### config.mk
export PLATFORM = sky130hd
export DESIGN_NAME = channel_reconfig_word_sequencer
export DESIGN_NICKNAME = d
export VERILOG_FILES = /design/src/hdl/reconfig_pkg.sv /design/src/hdl/word_buffer.sv /design/src/hdl/channel_reconfig_word_sequencer.sv
export SDC_FILE = /design/constraint.sdc
export NUM_CORES = 1
export LEC_CHECK = 0
export BUFFER_PORTS_ARGS = -buffer_cell sky130_fd_sc_hd__buf_2
export CAP_MARGIN = 20
export CORE_AREA = 8 8 106 108
export DETAILED_ROUTE_END_ITERATION = 7
export DIE_AREA = 0 0 114 116
export HOLD_SLACK_MARGIN = 0.03
export PLACE_DENSITY = 0.75
export SLEW_MARGIN = 20
export SYNTH_ARGS = -nofsm -noshare
export SYNTH_HDL_FRONTEND = slang
export SYNTH_SLANG_ARGS = --single-unit
### constraint.sdc
create_clock -name clk_i -period 2.3 [get_ports clk_i]
set_input_delay 0.46 -clock clk_i [delete_from_list [all_inputs] [get_ports clk_i]]
set_output_delay 0.46 -clock clk_i [all_outputs]
set_load 0.02 [all_outputs]
### src/hdl/reconfig_pkg.sv
// Shared constants and types for the channel reconfiguration word sequencer
package reconfig_pkg;

    // Mode select codes
    localparam logic [2:0] MODE_ANALOG = 3'h0;
    localparam logic [2:0] MODE_CHANNEL = 3'h1;
    localparam logic [2:0] MODE_RST = 3'h0;

    // Word index
    localparam int IDX_W = 6;
    localparam logic [5:0] IDX_RST = 6'h00;
    localparam logic [5:0] LAST_RST = 6'h3F;

    // Register byte offsets
    localparam logic [7:0] OFF_CTRL = 8'h00;
    localparam logic [7:0] OFF_STATUS = 8'h04;

    // Control register fields
    localparam int CTRL_MODE_LSB = 0;
    localparam int CTRL_LAST_LSB = 8;

    // Status register fields
    localparam int STAT_IDX_LSB = 0;
    localparam int STAT_DONE_BIT = 8;
    localparam int STAT_BUSY_BIT = 9;
    localparam int STAT_OC_BIT = 10;
    localparam int STAT_MERR_BIT = 11;
    localparam int STAT_PEND_BIT = 12;

    // Timing
    localparam int CLK_PERIOD_NS = 4;
    localparam int OC_CYCLES = 16;
    localparam int BUF_DEPTH = 2;

    typedef enum logic [1:0] {
        S_IDLE = 2'b01,
        S_WRITE = 2'b10
    } wr_state_t;

endpackage : reconfig_pkg

### src/hdl/word_buffer.sv
// Small FIFO carrying configuration words toward the channel writer
`timescale 1ns/100ps
module word_buffer #(
    parameter int WIDTH = 16,
    parameter int DEPTH = 2
) (
    input wire logic clk_i,
    input wire logic rst_i,
    input wire logic in_valid_i,
    input wire logic [WIDTH-1:0] in_data_i,
    output logic in_ready_o,
    output logic out_valid_o,
    output logic [WIDTH-1:0] out_data_o,
    input wire logic out_ready_i
);
    localparam int PTR_W = (DEPTH > 1) ? $clog2(DEPTH) : 1;
    localparam int CNT_W = $clog2(DEPTH + 1);

    logic [WIDTH-1:0] mem [DEPTH];
    logic [PTR_W-1:0] wr_ptr;
    logic [PTR_W-1:0] rd_ptr;
    logic [CNT_W-1:0] count;
    logic full;
    logic empty;
    logic push;
    logic pop;
    logic [CNT_W-1:0] next_count;

    assign push = in_valid_i && !full;
    assign pop = out_ready_i && !empty;
    assign in_ready_o = !full;
    assign out_valid_o = !empty;
    assign out_data_o = mem[rd_ptr];

    always_comb begin
        next_count = count;
        if (push && !pop) begin
            next_count = count + CNT_W'(1);
        end else if (pop && !push) begin
            next_count = count - CNT_W'(1);
        end
    end

    always_ff @(posedge clk_i) begin
        if (push) begin
            mem[wr_ptr] <= in_data_i;
        end
    end

    always_ff @(posedge clk_i) begin
        if (rst_i) begin
            wr_ptr <= '0;
            rd_ptr <= '0;
            count <= '0;
            full <= 1'b0;
            empty <= 1'b1;
        end else begin
            if (push) begin
                wr_ptr <= (wr_ptr == PTR_W'(DEPTH - 1)) ? '0 : wr_ptr + 1'b1;
            end
            if (pop) begin
                rd_ptr <= (rd_ptr == PTR_W'(DEPTH - 1)) ? '0 : rd_ptr + 1'b1;
            end
            count <= next_count;
            full <= (next_count == CNT_W'(DEPTH));
            empty <= (next_count == '0);
        end
    end

endmodule : word_buffer

### src/hdl/channel_reconfig_word_sequencer.sv
// Channel reconfiguration word sequencer with offset cancellation timer
`timescale 1ns/100ps
// What this block does
// - Mode code 000 selects analog controls (default), 001 channel mode.
// - Mode field is settable only when several modes are built in.
// - Word index steps by one to the last address, then wraps to zero.
// - Index strobe pulses only after one whole word reached the channel.
// - Controller reset clears all registers except oc_done and aborts any sequence.
// - Controller reset acts only when channel mode is built in.
// - Completion flag rises once the last word is written.
// - Completion flag drops by itself when a new sequence starts.
// - Offset cancellation runs once after power-up, never again after a reset once it has finished.
// - Index, strobe, clear and data work only in channel mode.
// - No mode code selects PLL reconfiguration.
// - Reset held or applied during cancellation delays and restarts it.
// - Busy low first cycle, high from second, low when cancellation ends.
module channel_reconfig_word_sequencer #(
    parameter int WORD_W = 16,
    parameter int MULTI_MODE = 1,
    parameter int HAS_CHANNEL = 1,
    parameter logic [2:0] SINGLE_MODE = reconfig_pkg::MODE_CHANNEL,
    parameter int OC_CYCLES = reconfig_pkg::OC_CYCLES
) (
    input wire logic clk_i,
    input wire logic rst_i,
    input wire logic wb_cyc_i,
    input wire logic wb_stb_i,
    input wire logic wb_we_i,
    input wire logic [7:0] wb_adr_i,
    input wire logic [3:0] wb_sel_i,
    input wire logic [31:0] wb_dat_i,
    output logic [31:0] wb_dat_o,
    output logic wb_ack_o,
    input wire logic word_wr_i,
    input wire logic [WORD_W-1:0] word_data_i,
    output logic word_ready_o,
    input wire logic idx_clr_i,
    output logic chan_wr_o,
    output logic [reconfig_pkg::IDX_W-1:0] chan_addr_o,
    output logic [WORD_W-1:0] chan_data_o,
    input wire logic chan_done_i,
    output logic [reconfig_pkg::IDX_W-1:0] idx_o,
    output logic idx_stb_o,
    output logic done_o,
    output logic busy_o
);
    localparam int IW = reconfig_pkg::IDX_W;
    localparam int OC_W = $clog2(OC_CYCLES + 1);

    // Power-up values: only oc_done survives the controller reset
    logic oc_done = 1'b0;
    logic [OC_W-1:0] oc_cnt = '0;
    logic oc_busy = 1'b0;

    reconfig_pkg::wr_state_t state;
    logic ctl_rst;
    logic [2:0] mode_reg;
    logic [2:0] mode_eff;
    logic [IW-1:0] last_addr;
    logic chan_mode;
    logic mode_err;
    logic run;
    logic clr_pend;
    logic buf_valid;
    logic buf_ready;
    logic [WORD_W-1:0] buf_data;
    logic pop;
    logic word_end;
    logic oc_last;
    logic bus_req;
    logic [31:0] rdata;

    // Without channel mode the reset port only clears wb_ack_o and wb_dat_o
    assign ctl_rst = (HAS_CHANNEL != 0) ? rst_i : 1'b0;

    assign mode_eff = (MULTI_MODE != 0) ? mode_reg : SINGLE_MODE;
    // Only two codes decode; PLL work belongs to another controller
    assign chan_mode = (HAS_CHANNEL != 0) &&
                       (mode_eff == reconfig_pkg::MODE_CHANNEL);
    assign mode_err = (mode_eff != reconfig_pkg::MODE_ANALOG) &&
                      (mode_eff != reconfig_pkg::MODE_CHANNEL);

    // Words wait in the buffer until cancellation is over
    assign run = chan_mode && oc_done;
    assign buf_ready = run && (state == reconfig_pkg::S_IDLE);
    assign pop = buf_valid && buf_ready;
    assign word_end = (state == reconfig_pkg::S_WRITE) && chan_done_i;
    assign oc_last = (oc_cnt == OC_W'(OC_CYCLES - 1));
    assign bus_req = wb_cyc_i && wb_stb_i;

    word_buffer #(
        .WIDTH(WORD_W),
        .DEPTH(reconfig_pkg::BUF_DEPTH)
    ) u_buf (
        .clk_i(clk_i),
        .rst_i(ctl_rst),
        .in_valid_i(word_wr_i && chan_mode),
        .in_data_i(word_data_i),
        .in_ready_o(word_ready_o),
        .out_valid_o(buf_valid),
        .out_data_o(buf_data),
        .out_ready_i(buf_ready)
    );

    // Offset cancellation: counter restarts while reset is held
    always_ff @(posedge clk_i) begin
        if (ctl_rst) begin
            oc_cnt <= '0;
        end else if (!oc_done) begin
            if (oc_last) begin
                oc_done <= 1'b1;
            end else begin
                oc_cnt <= oc_cnt + OC_W'(1);
            end
        end
    end
    // oc_done is never cleared by reset, so cancellation is not rerun.

    always_ff @(posedge clk_i) begin
        oc_busy <= !ctl_rst && !oc_done && !oc_last;
    end

    always_ff @(posedge clk_i) begin
        if (ctl_rst) begin
            busy_o <= 1'b0;
        end else begin
            busy_o <= (!oc_done && !oc_last) || pop ||
                      (state == reconfig_pkg::S_WRITE && !chan_done_i);
        end
    end

    // Channel writer
    always_ff @(posedge clk_i) begin
        if (ctl_rst) begin
            state <= reconfig_pkg::S_IDLE;
            chan_wr_o <= 1'b0;
            chan_addr_o <= reconfig_pkg::IDX_RST;
            chan_data_o <= '0;
        end else begin
            chan_wr_o <= 1'b0;
            unique case (state)
                reconfig_pkg::S_IDLE: begin
                    if (pop) begin
                        chan_wr_o <= 1'b1;
                        // A clear in this very cycle counts as well
                        chan_addr_o <= (clr_pend || (idx_clr_i && chan_mode))
                                       ? '0 : idx_o;
                        chan_data_o <= buf_data;
                        state <= reconfig_pkg::S_WRITE;
                    end
                end
                reconfig_pkg::S_WRITE: begin
                    if (chan_done_i) begin
                        state <= reconfig_pkg::S_IDLE;
                    end
                end
            endcase
        end
    end

    // Word index, strobe and completion flag
    always_ff @(posedge clk_i) begin
        if (ctl_rst) begin
            idx_o <= reconfig_pkg::IDX_RST;
            idx_stb_o <= 1'b0;
            done_o <= 1'b0;
            clr_pend <= 1'b0;
        end else begin
            idx_stb_o <= 1'b0;
            if (word_end) begin
                idx_stb_o <= 1'b1;
                clr_pend <= 1'b0;
                // Clear during a write: that word kept its old address
                if (clr_pend || (idx_clr_i && chan_mode)) begin
                    idx_o <= '0;
                end else if (chan_addr_o == last_addr) begin
                    idx_o <= '0;
                    done_o <= 1'b1;
                end else begin
                    // Step from the address used, so a word after a clear
                    // at zero is followed by one, never a second zero
                    idx_o <= chan_addr_o + IW'(1);
                end
            end else if (pop) begin
                // Address zero is taken now, so nothing stays pending
                clr_pend <= 1'b0;
                if (idx_o == '0 || clr_pend || (idx_clr_i && chan_mode)) begin
                    done_o <= 1'b0;
                end
            end else if (idx_clr_i && chan_mode) begin
                // Held until a word uses it, keeping idx steady
                clr_pend <= 1'b1;
            end
        end
    end

    // Wishbone slave: one-cycle ack, unmapped reads give zero
    always_ff @(posedge clk_i) begin
        if (rst_i) begin
            wb_ack_o <= 1'b0;
        end else begin
            wb_ack_o <= bus_req && !wb_ack_o;
        end
    end

    always_ff @(posedge clk_i) begin
        if (ctl_rst) begin
            mode_reg <= reconfig_pkg::MODE_RST;
            last_addr <= reconfig_pkg::LAST_RST;
        end else if (bus_req && wb_we_i && wb_ack_o &&
                     wb_adr_i == reconfig_pkg::OFF_CTRL) begin
            if (wb_sel_i[0] && MULTI_MODE != 0) begin
                mode_reg <= wb_dat_i[reconfig_pkg::CTRL_MODE_LSB +: 3];
            end
            if (wb_sel_i[1]) begin
                last_addr <= wb_dat_i[reconfig_pkg::CTRL_LAST_LSB +: IW];
            end
        end
    end

    always_comb begin
        rdata = 32'h0000_0000;
        if (wb_adr_i == reconfig_pkg::OFF_CTRL) begin
            rdata[reconfig_pkg::CTRL_MODE_LSB +: 3] = mode_eff;
            rdata[reconfig_pkg::CTRL_LAST_LSB +: IW] = last_addr;
        end else if (wb_adr_i == reconfig_pkg::OFF_STATUS) begin
            rdata[reconfig_pkg::STAT_IDX_LSB +: IW] = idx_o;
            rdata[reconfig_pkg::STAT_DONE_BIT] = done_o;
            rdata[reconfig_pkg::STAT_BUSY_BIT] = busy_o;
            rdata[reconfig_pkg::STAT_OC_BIT] = oc_done;
            rdata[reconfig_pkg::STAT_MERR_BIT] = mode_err;
            rdata[reconfig_pkg::STAT_PEND_BIT] = clr_pend;
        end
    end

    always_ff @(posedge clk_i) begin
        if (rst_i) begin
            wb_dat_o <= 32'h0000_0000;
        end else if (bus_req && !wb_ack_o) begin
            wb_dat_o <= rdata;
        end
    end

    // Checks
    a_chan_mode_only: assert property (@(posedge clk_i) disable iff (rst_i)
        $rose(chan_wr_o) |-> $past(chan_mode))
        else $error("channel write outside channel mode");

    a_write_after_oc: assert property (@(posedge clk_i) disable iff (rst_i)
        chan_wr_o |-> oc_done && $past(oc_done))
        else $error("channel write before cancellation finished");

    a_idx_step: assert property (@(posedge clk_i) disable iff (rst_i)
        (word_end && !clr_pend && !idx_clr_i && chan_addr_o != last_addr)
        |=> idx_stb_o && idx_o == $past(chan_addr_o) + IW'(1))
        else $error("index did not step by one");

    a_idx_wrap_done: assert property (@(posedge clk_i) disable iff (rst_i)
        (word_end && !clr_pend && !idx_clr_i && chan_addr_o == last_addr)
        |=> idx_o == '0 && done_o)
        else $error("index did not wrap with completion");

    a_strobe_cause: assert property (@(posedge clk_i) disable iff (rst_i)
        idx_stb_o |-> $past(word_end))
        else $error("index strobe without a finished word");

    a_idx_steady: assert property (@(posedge clk_i) disable iff (rst_i)
        !idx_stb_o && !$past(rst_i) |-> $stable(idx_o))
        else $error("index moved without its strobe");

    a_done_drop: assert property (@(posedge clk_i) disable iff (rst_i)
        (pop && idx_o == '0) |=> !done_o)
        else $error("completion flag kept at new sequence");

    a_clear_zero: assert property (@(posedge clk_i) disable iff (rst_i)
        (pop && (clr_pend || (idx_clr_i && chan_mode)))
        |=> chan_wr_o && chan_addr_o == '0)
        else $error("write after clear not at address zero");

    // Pulses, holds and reset values
    a_done_hold: assert property (@(posedge clk_i) disable iff (rst_i)
        (done_o && !pop) |=> done_o)
        else $error("completion flag dropped without a new sequence");

    a_stb_pulse: assert property (@(posedge clk_i) disable iff (rst_i)
        idx_stb_o |=> !idx_stb_o)
        else $error("index strobe longer than one cycle");

    a_wr_pulse: assert property (@(posedge clk_i) disable iff (rst_i)
        chan_wr_o |=> !chan_wr_o && state == reconfig_pkg::S_WRITE)
        else $error("channel write longer than one cycle");

    a_busy_write: assert property (@(posedge clk_i) disable iff (rst_i)
        chan_wr_o |-> busy_o)
        else $error("busy low while a word is written");

    a_rst_values: assert property (@(posedge clk_i) disable iff (rst_i)
        $past(rst_i) |-> idx_o == '0 && !done_o && !chan_wr_o && !idx_stb_o)
        else $error("state not cleared by reset");

    // No disable here: the count must stay at zero while reset is held
    a_oc_wait_rst: assert property (@(posedge clk_i)
        (ctl_rst && !oc_done) |=> oc_cnt == '0)
        else $error("cancellation counted during reset");

    a_clr_steady: assert property (@(posedge clk_i) disable iff (rst_i)
        (idx_clr_i && chan_mode && !word_end) |=> $stable(idx_o))
        else $error("index moved on a deferred clear");

    a_oc_busy: assert property (@(posedge clk_i) disable iff (rst_i)
        (!oc_done && !oc_last) |=> oc_busy && busy_o)
        else $error("busy low during cancellation");

    a_oc_once: assert property (@(posedge clk_i) disable iff (rst_i)
        oc_done |=> oc_done && !oc_busy)
        else $error("cancellation ran again");

    c_wrap: cover property (@(posedge clk_i) disable iff (rst_i)
        $rose(done_o));
    c_stall: cover property (@(posedge clk_i) disable iff (rst_i)
        word_wr_i && !word_ready_o);
    c_clear: cover property (@(posedge clk_i) disable iff (rst_i)
        idx_clr_i && state == reconfig_pkg::S_WRITE);
    c_oc_end: cover property (@(posedge clk_i) disable iff (rst_i)
        $rose(oc_done));
    c_clear_idle: cover property (@(posedge clk_i) disable iff (rst_i)
        idx_clr_i && state == reconfig_pkg::S_IDLE);

endmodule : channel_reconfig_word_sequencer

After elaboration in Yosys (flattened, before gate mapping)
Memory sizes are Yosys's and may differ from the RTL's. A register that Yosys moved wholly into a read port is not among the register bits.
Cells that the tools add are included.
{"block": "totals", "regBits": 53, "mem_bits_rw": 32, "output_inout_bits": 66, "n_memories": 1, "wordCells": 111, "inputBits": 68}
{"block": "classes", "n_addsub": 6, "n_eq_ne": 12, "reduce_logical": 44, "mux": 26, "bitwise": 3}
{"memory": "u_buf.mem", "depth": 2, "width": 16, "read_ports": 1, "rd_clocked_by_memory_dff": 1, "write_ports": 1, "line": "word_buffer.sv:19", "rtl": "logic [WIDTH-1:0] mem [DEPTH];"}
{"cell": "6-bit 2-to-1 mux", "count": 4}
{"cell": "1-bit logical AND", "count": 17}
{"cell": "1-bit 2-to-1 mux", "count": 13}
{"cell": "5-bit 2-to-1 mux", "count": 2}
{"cell": "2-bit AND reduction", "count": 5}
{"cell": "8-bit by 3-bit == test with 1-bit output, second input constant", "count": 1}
{"cell": "1-bit zero test", "count": 8}
{"cell": "8-bit zero test", "count": 1}
{"cell": "2-bit 2-to-1 mux", "count": 4}
{"cell": "6-bit by 1-bit adder with 6-bit output, second input constant", "count": 1}
{"cell": "6-bit == test", "count": 1}
{"cell": "6-bit zero test", "count": 1}
{"cell": "3-bit 2-to-1 mux", "count": 2}
{"cell": "2-bit != test, second input constant", "count": 3}
{"cell": "5-bit by 1-bit adder with 5-bit output, second input constant", "count": 1}
{"cell": "5-bit by 4-bit == test with 1-bit output, second input constant", "count": 1}
{"cell": "1-bit logical OR", "count": 5}
{"cell": "2-bit == test, second input constant", "count": 2}
{"cell": "2-bit case mux with 2 select lines", "count": 1}
{"cell": "4-bit AND reduction", "count": 1}
{"cell": "2-bit nonzero test", "count": 2}
{"cell": "3-bit by 1-bit == test with 1-bit output, second input constant", "count": 1}
{"cell": "3-bit by 1-bit != test with 1-bit output, second input constant", "count": 1}
{"cell": "1-bit inverter", "count": 3}
{"cell": "other kinds (9)", "count": 10}

Longest topological paths before layout
{"block": "logic_depth", "depth_word": 8, "mapped_depth": 7, "mapped_depth_nobuf": 7}

Hierarchy
Synthesis repeated with hierarchy kept, for this count alone.
{"block": "hier_totals", "cells_unflattened": 398, "area_unflattened_um2": 4162.7}
{"mod": "channel_reconfig_word_sequencer", "n_inst": 1, "cells_each": 310, "area_each_um2": 2677.6, "seq_area_each_um2": 1271.2}
{"mod": "word_buffer", "n_inst": 1, "cells_each": 88, "area_each_um2": 1485.2, "seq_area_each_um2": 1101.1}

Worst setup path before layout
No wires, ideal clock.
{"block": "synth_path", "path_kind": "input-to-reg", "startpoint": "input port word_wr_i", "endpoint": "memory u_buf.mem[0][0] (enable)", "setup_time_ns": 0.388, "t_required_ns": 1.912, "cell_stages": 3, "path_slack_ns": 0.299, "arrival_time_ns": 1.612, "path_cell_list": "nor2b_1 nand2_1 nor2_1"}
{"block": "synth_between", "elab_chain_cells": 4}
{"element": "start, declared", "line": "channel_reconfig_word_sequencer.sv:34", "rtl": "input wire logic word_wr_i,"}
{"element": "1-bit logical AND", "line": "channel_reconfig_word_sequencer.sv:97", "rtl": ".in_valid_i(word_wr_i && chan_mode),"}
{"element": "1-bit logical AND", "line": "word_buffer.sv:29", "rtl": "assign push = in_valid_i && !full;"}
{"element": "1-bit 2-to-1 mux", "line": "word_buffer.sv:45", "rtl": "if (push) begin"}
{"element": "1-bit 2-to-1 mux (not written as such)", "line": "word_buffer.sv:46", "rtl": "mem[wr_ptr] <= in_data_i;"}
{"element": "end, declared", "line": "word_buffer.sv:19"}
Every way passes these cells.

Worst setup path in the final report
{"block": "layout_path", "startpoint": "register oc_cnt[0]", "endpoint": "register oc_cnt[3]"}
{"block": "layout_between", "elab_chain_cells": 3, "word_cells_on_any_way": 4, "classes_between": "add/sub (1); eq/ne (1); bitwise (1); reduce/logical (1)"}
{"element": "start, declared", "line": "channel_reconfig_word_sequencer.sv:52", "rtl": "logic [OC_W-1:0] oc_cnt = '0;"}
{"element": "start signal, assigned", "line": "channel_reconfig_word_sequencer.sv:113", "rtl": "oc_cnt <= oc_cnt + OC_W'(1);"}
{"element": "5-bit by 4-bit == test with 1-bit output", "line": "channel_reconfig_word_sequencer.sv:88", "rtl": "assign oc_last = (oc_cnt == OC_W'(OC_CYCLES - 1));"}
{"element": "named net oc_last", "line": "channel_reconfig_word_sequencer.sv:69", "rtl": "logic oc_last;"}
{"element": "1-bit inverter (no source line)"}
{"element": "2-bit AND reduction (no source line)"}
The timed path passes the listed nets, and every way through them passes these cells.
A chain may end at the register's enable or synchronous reset.

==> run summary <==
Status: complete, no violations
Setup_tns: 0 ns
Share of cells above drive strength 1: 28.5%
Tightest Pin Transition: 0.526 ns
Post-cts resize count: 0
Worst Path Required: 2.56 ns
First-pass GRT wire length: 14.8 mm
Die Ht: 116 µm
Min Tclk post-route: 1.87 ns
Post-route DRC: 0
Post-synthesis sequential area ratio: 55.7%
Switching portion of total power: 24.1%
Post-route clock period utilization: 81.3%
CTS root buffer: clkbuf_8
Starting Density: 44.2%
Fillcell total: 864
Max-cap violations: 0
Largest net degree at the start of global routing: 43
IO Count: 134
Cell area after synthesis: 4220 µm²
R2R depth: 7
Max clock buf depth: 2
FMAX: 0.535 GHz
Die area: 13200 µm²
Die width: 114 µm
Core Util, Final: 51.7%
Flops & latches, synth: 101
Pre-antenna DRT Iters: 5
IO buf count: 88
Critical path type: reg -> reg
RePlAce Congestion: 0.785
Via density: 5.01
Crit path launch: oc_cnt[0]
Htree depth: 3
CTS Hold Buffers Added: 0
Startpoint Class: flop
Leakage: 1.96 nW
Clk_skew: 0.0137 ns
Vias: 3040
Vias in the first global route: 3053
R2R Setup Slk: 0.43 ns
Routed WL: 9.37 mm
Slew Viols, Final: 0
Synthesis Warnings: 0
Setup bufs post-CTS: 0
TritonCTS buffer count: 9
Critical Path Sink: oc_cnt[3]
Row Count: 36
Clk pwr share: 36.7%
Sink Count: 101
Peak supply drop: 0.327 mV
Sequential share of power: 58.0%
P per Cell Area: 652 nW/µm²
Total global-route track usage: 14.3%
Clk_lat worst skew: 0.37 ns
Detailed Place HPWL: 6.77 mm
Critical path fanouts, max: 8
Net Sw Power: 0.000775 W
Post-route ant nets: 0
Initial antenna violation count: 1
EDFF count, synth: 33
Nets: 539
Gr ovfl total: 0
Cell count after synthesis: 379
Avg WL per Cell: 15.4 µm
R2R Path Start: oc_cnt[0]
Core area: 9550 µm²
Min-delay worst type: in -> reg
Top FF cell, synth: dfxtp_1
Initial DRC count: 196
Comb power frac: 5.3%
Max-Slew Margin vs Limit: 64.8%
Area grow syn2layout: 16.8%
Async SR Flop Fraction: 0%
Synth cell types: 53
RSZ-0062 raised after global routing: no
Final-report hold violation count: 0
Setup crit end kind: flop
Critical R2R Capture: oc_cnt[3]
CTS clk-pin slew, worst paths: 0.10 ns
Internal: 0.00244 W
Hold Startpoint: word_data_i[8]
WP data arrival: 2.13 ns
Final setup vio count: 0
Syn Area/Cell: 11.1 µm²
TritonCTS clock tree: done
[flip-flops by register name, indices dropped and copies added (netlist names), 2 cells and up]
signal / count
chan_addr_o: 6
wb_dat_o: 12
last_addr: 6
u_buf.mem: 32
oc_cnt: 5
mode_eff: 3
state: 2
idx_o: 6
chan_data_o: 16
u_buf.count: 2
[routing by layer]
layer	vias to the layer above	track usage (%)	routed length [µm]
li1	1495	-	-
met1	1417	15.1	3640
met2	110	25.7	4790
met3	18	4.17	720
met4	0	6.57	226
met5	-	0	0
[Yosys cell counts (2+ instances only)]
cell | count | area [µm²]
a21oi_1 | 15 | 75.1
o211ai_1 | 3 | 22.5
nor2_1 | 44 | 165
a221oi_1 | 4 | 35.0
mux2i_1 | 25 | 250
or3_1 | 2 | 12.5
buf_4 | 22 | 165
nand2_1 | 31 | 116
buf_2 | 3 | 15.0
clkbuf_1 | 7 | 26.3
and3_1 | 5 | 31.3
nand3_1 | 13 | 65.1
nor3_1 | 7 | 35.0
a211oi_1 | 6 | 45.0
xor2_1 | 5 | 43.8
nand2b_1 | 2 | 12.5
inv_1 | 6 | 22.5
nor2b_1 | 3 | 18.8
edfxtp_1 | 33 | 991
ha_1 | 3 | 37.5
nand4_1 | 4 | 25.0
o21ai_0 | 9 | 45.0
buf_6 | 4 | 45.0
a22oi_1 | 3 | 22.5
xnor2_1 | 11 | 96.3
a211oi_2 | 15 | 188
dfxtp_1 | 68 | 1360
[stage by stage]
| stage | cell area, µm² | std cells | setup slack [ns] | hold WS, ns | total power [W] |
|---|---|---|---|---|---|
| after detailed placement | 4720 | 590 | 0.413 | 0.446 | 0.00207 |
| after global placement | 4720 | 590 | 0.486 | 0.438 | 0.00207 |
| after CTS | 4930 | 606 | 0.428 | 0.259 | 0.00324 |
| final | 4930 | 607 | 0.429 | 0.276 | 0.00322 |
| after floorplan | 4300 | 398 | 0.299 | 0.454 | 0.00203 |
| after global routing | 4930 | 607 | 0.333 | 0.246 | 0.00334 |
[cell usage in the layout, fill, tap and decap left out, types with 5 or more instances in the layout]
| cell | count |
|---|---|
| a211oi_2 | 15 |
| dfxtp_1 | 68 |
| a21oi_1 | 15 |
| and3_1 | 5 |
| xor2_1 | 5 |
| nor2_1 | 44 |
| a211oi_1 | 6 |
| buf_4 | 7 |
| clkbuf_8 | 9 |
| buf_2 | 88 |
| nand3_1 | 13 |
| edfxtp_1 | 33 |
| xnor2_1 | 11 |
| nor3_1 | 7 |
| o21ai_0 | 9 |
| nand2_1 | 31 |
| mux2i_1 | 25 |
| conb_1 | 20 |
| inv_1 | 6 |
[power groups by stage]
stage / clock (W) / combinational [W] / sequential (W)
3_3_place_gp: 0 / 0.000164 / 0.00190
4_1_cts: 0.00121 / 0.000170 / 0.00186
5_1_grt: 0.00129 / 0.000187 / 0.00187
3_5_place_dp: 0 / 0.000169 / 0.00190
2_1_floorplan: 0 / 0.000110 / 0.00192
6_report: 0.00118 / 0.000171 / 0.00186
[final cells by class]
class | instances | area [µm²] | share of cell area [%]
Tap cell | 133 | 166 | 3.37
Inverter | 7 | 26.3 | 0.532
Multi-Input combinational cell | 253 | 1660 | 33.7
Clock buffer | 9 | 124 | 2.51
Antenna cell | 1 | 2.50 | 0.0507
Timing Repair Buffer | 96 | 513 | 10.4
Sequential cell | 101 | 2350 | 47.7
Clock inverter | 7 | 88.8 | 1.80
[how the worst min path moves through the flow]
| stage | cells past startpoint | slack [ns] | endpoint |
|---|---|---|---|
| final | 1 | 0.28 | u_buf.mem[0][8] |
| after global routing | 1 | 0.25 | u_buf.mem[1][13] |
| after CTS | 1 | 0.26 | u_buf.mem[1][2] |
| after detailed placement | 2 | 0.45 | wb_dat_o[5] |
| after global placement | 2 | 0.44 | wb_dat_o[3] |
| after floorplan | 2 | 0.45 | oc_cnt[1] |
[critical path: stages (launching register included)]
cell     delay (ns)
dfxtp_1        0.35
ha_1           0.21
and3_1         0.19
ha_1           0.18
nor2_1         0.41
nand4_1        0.19
xor2_1         0.18
nor2_1         0.05
[cell families after synthesis]
family / after synthesis / share of synthesized area, %
xor gates and xnor gates: 16 / 3.32
DFF: 101 / 55.7
muxes: 26 / 6.19
and+or+nand+nor: 126 / 15.5
AOI/OAI and AO/OA: 62 / 11.6
adders and majority gates: 3 / 0.889
buffers and inverters: 44 / 6.66
other: 1 / 0.0888
Note: power is estimated with default switching activity, not from simulation.
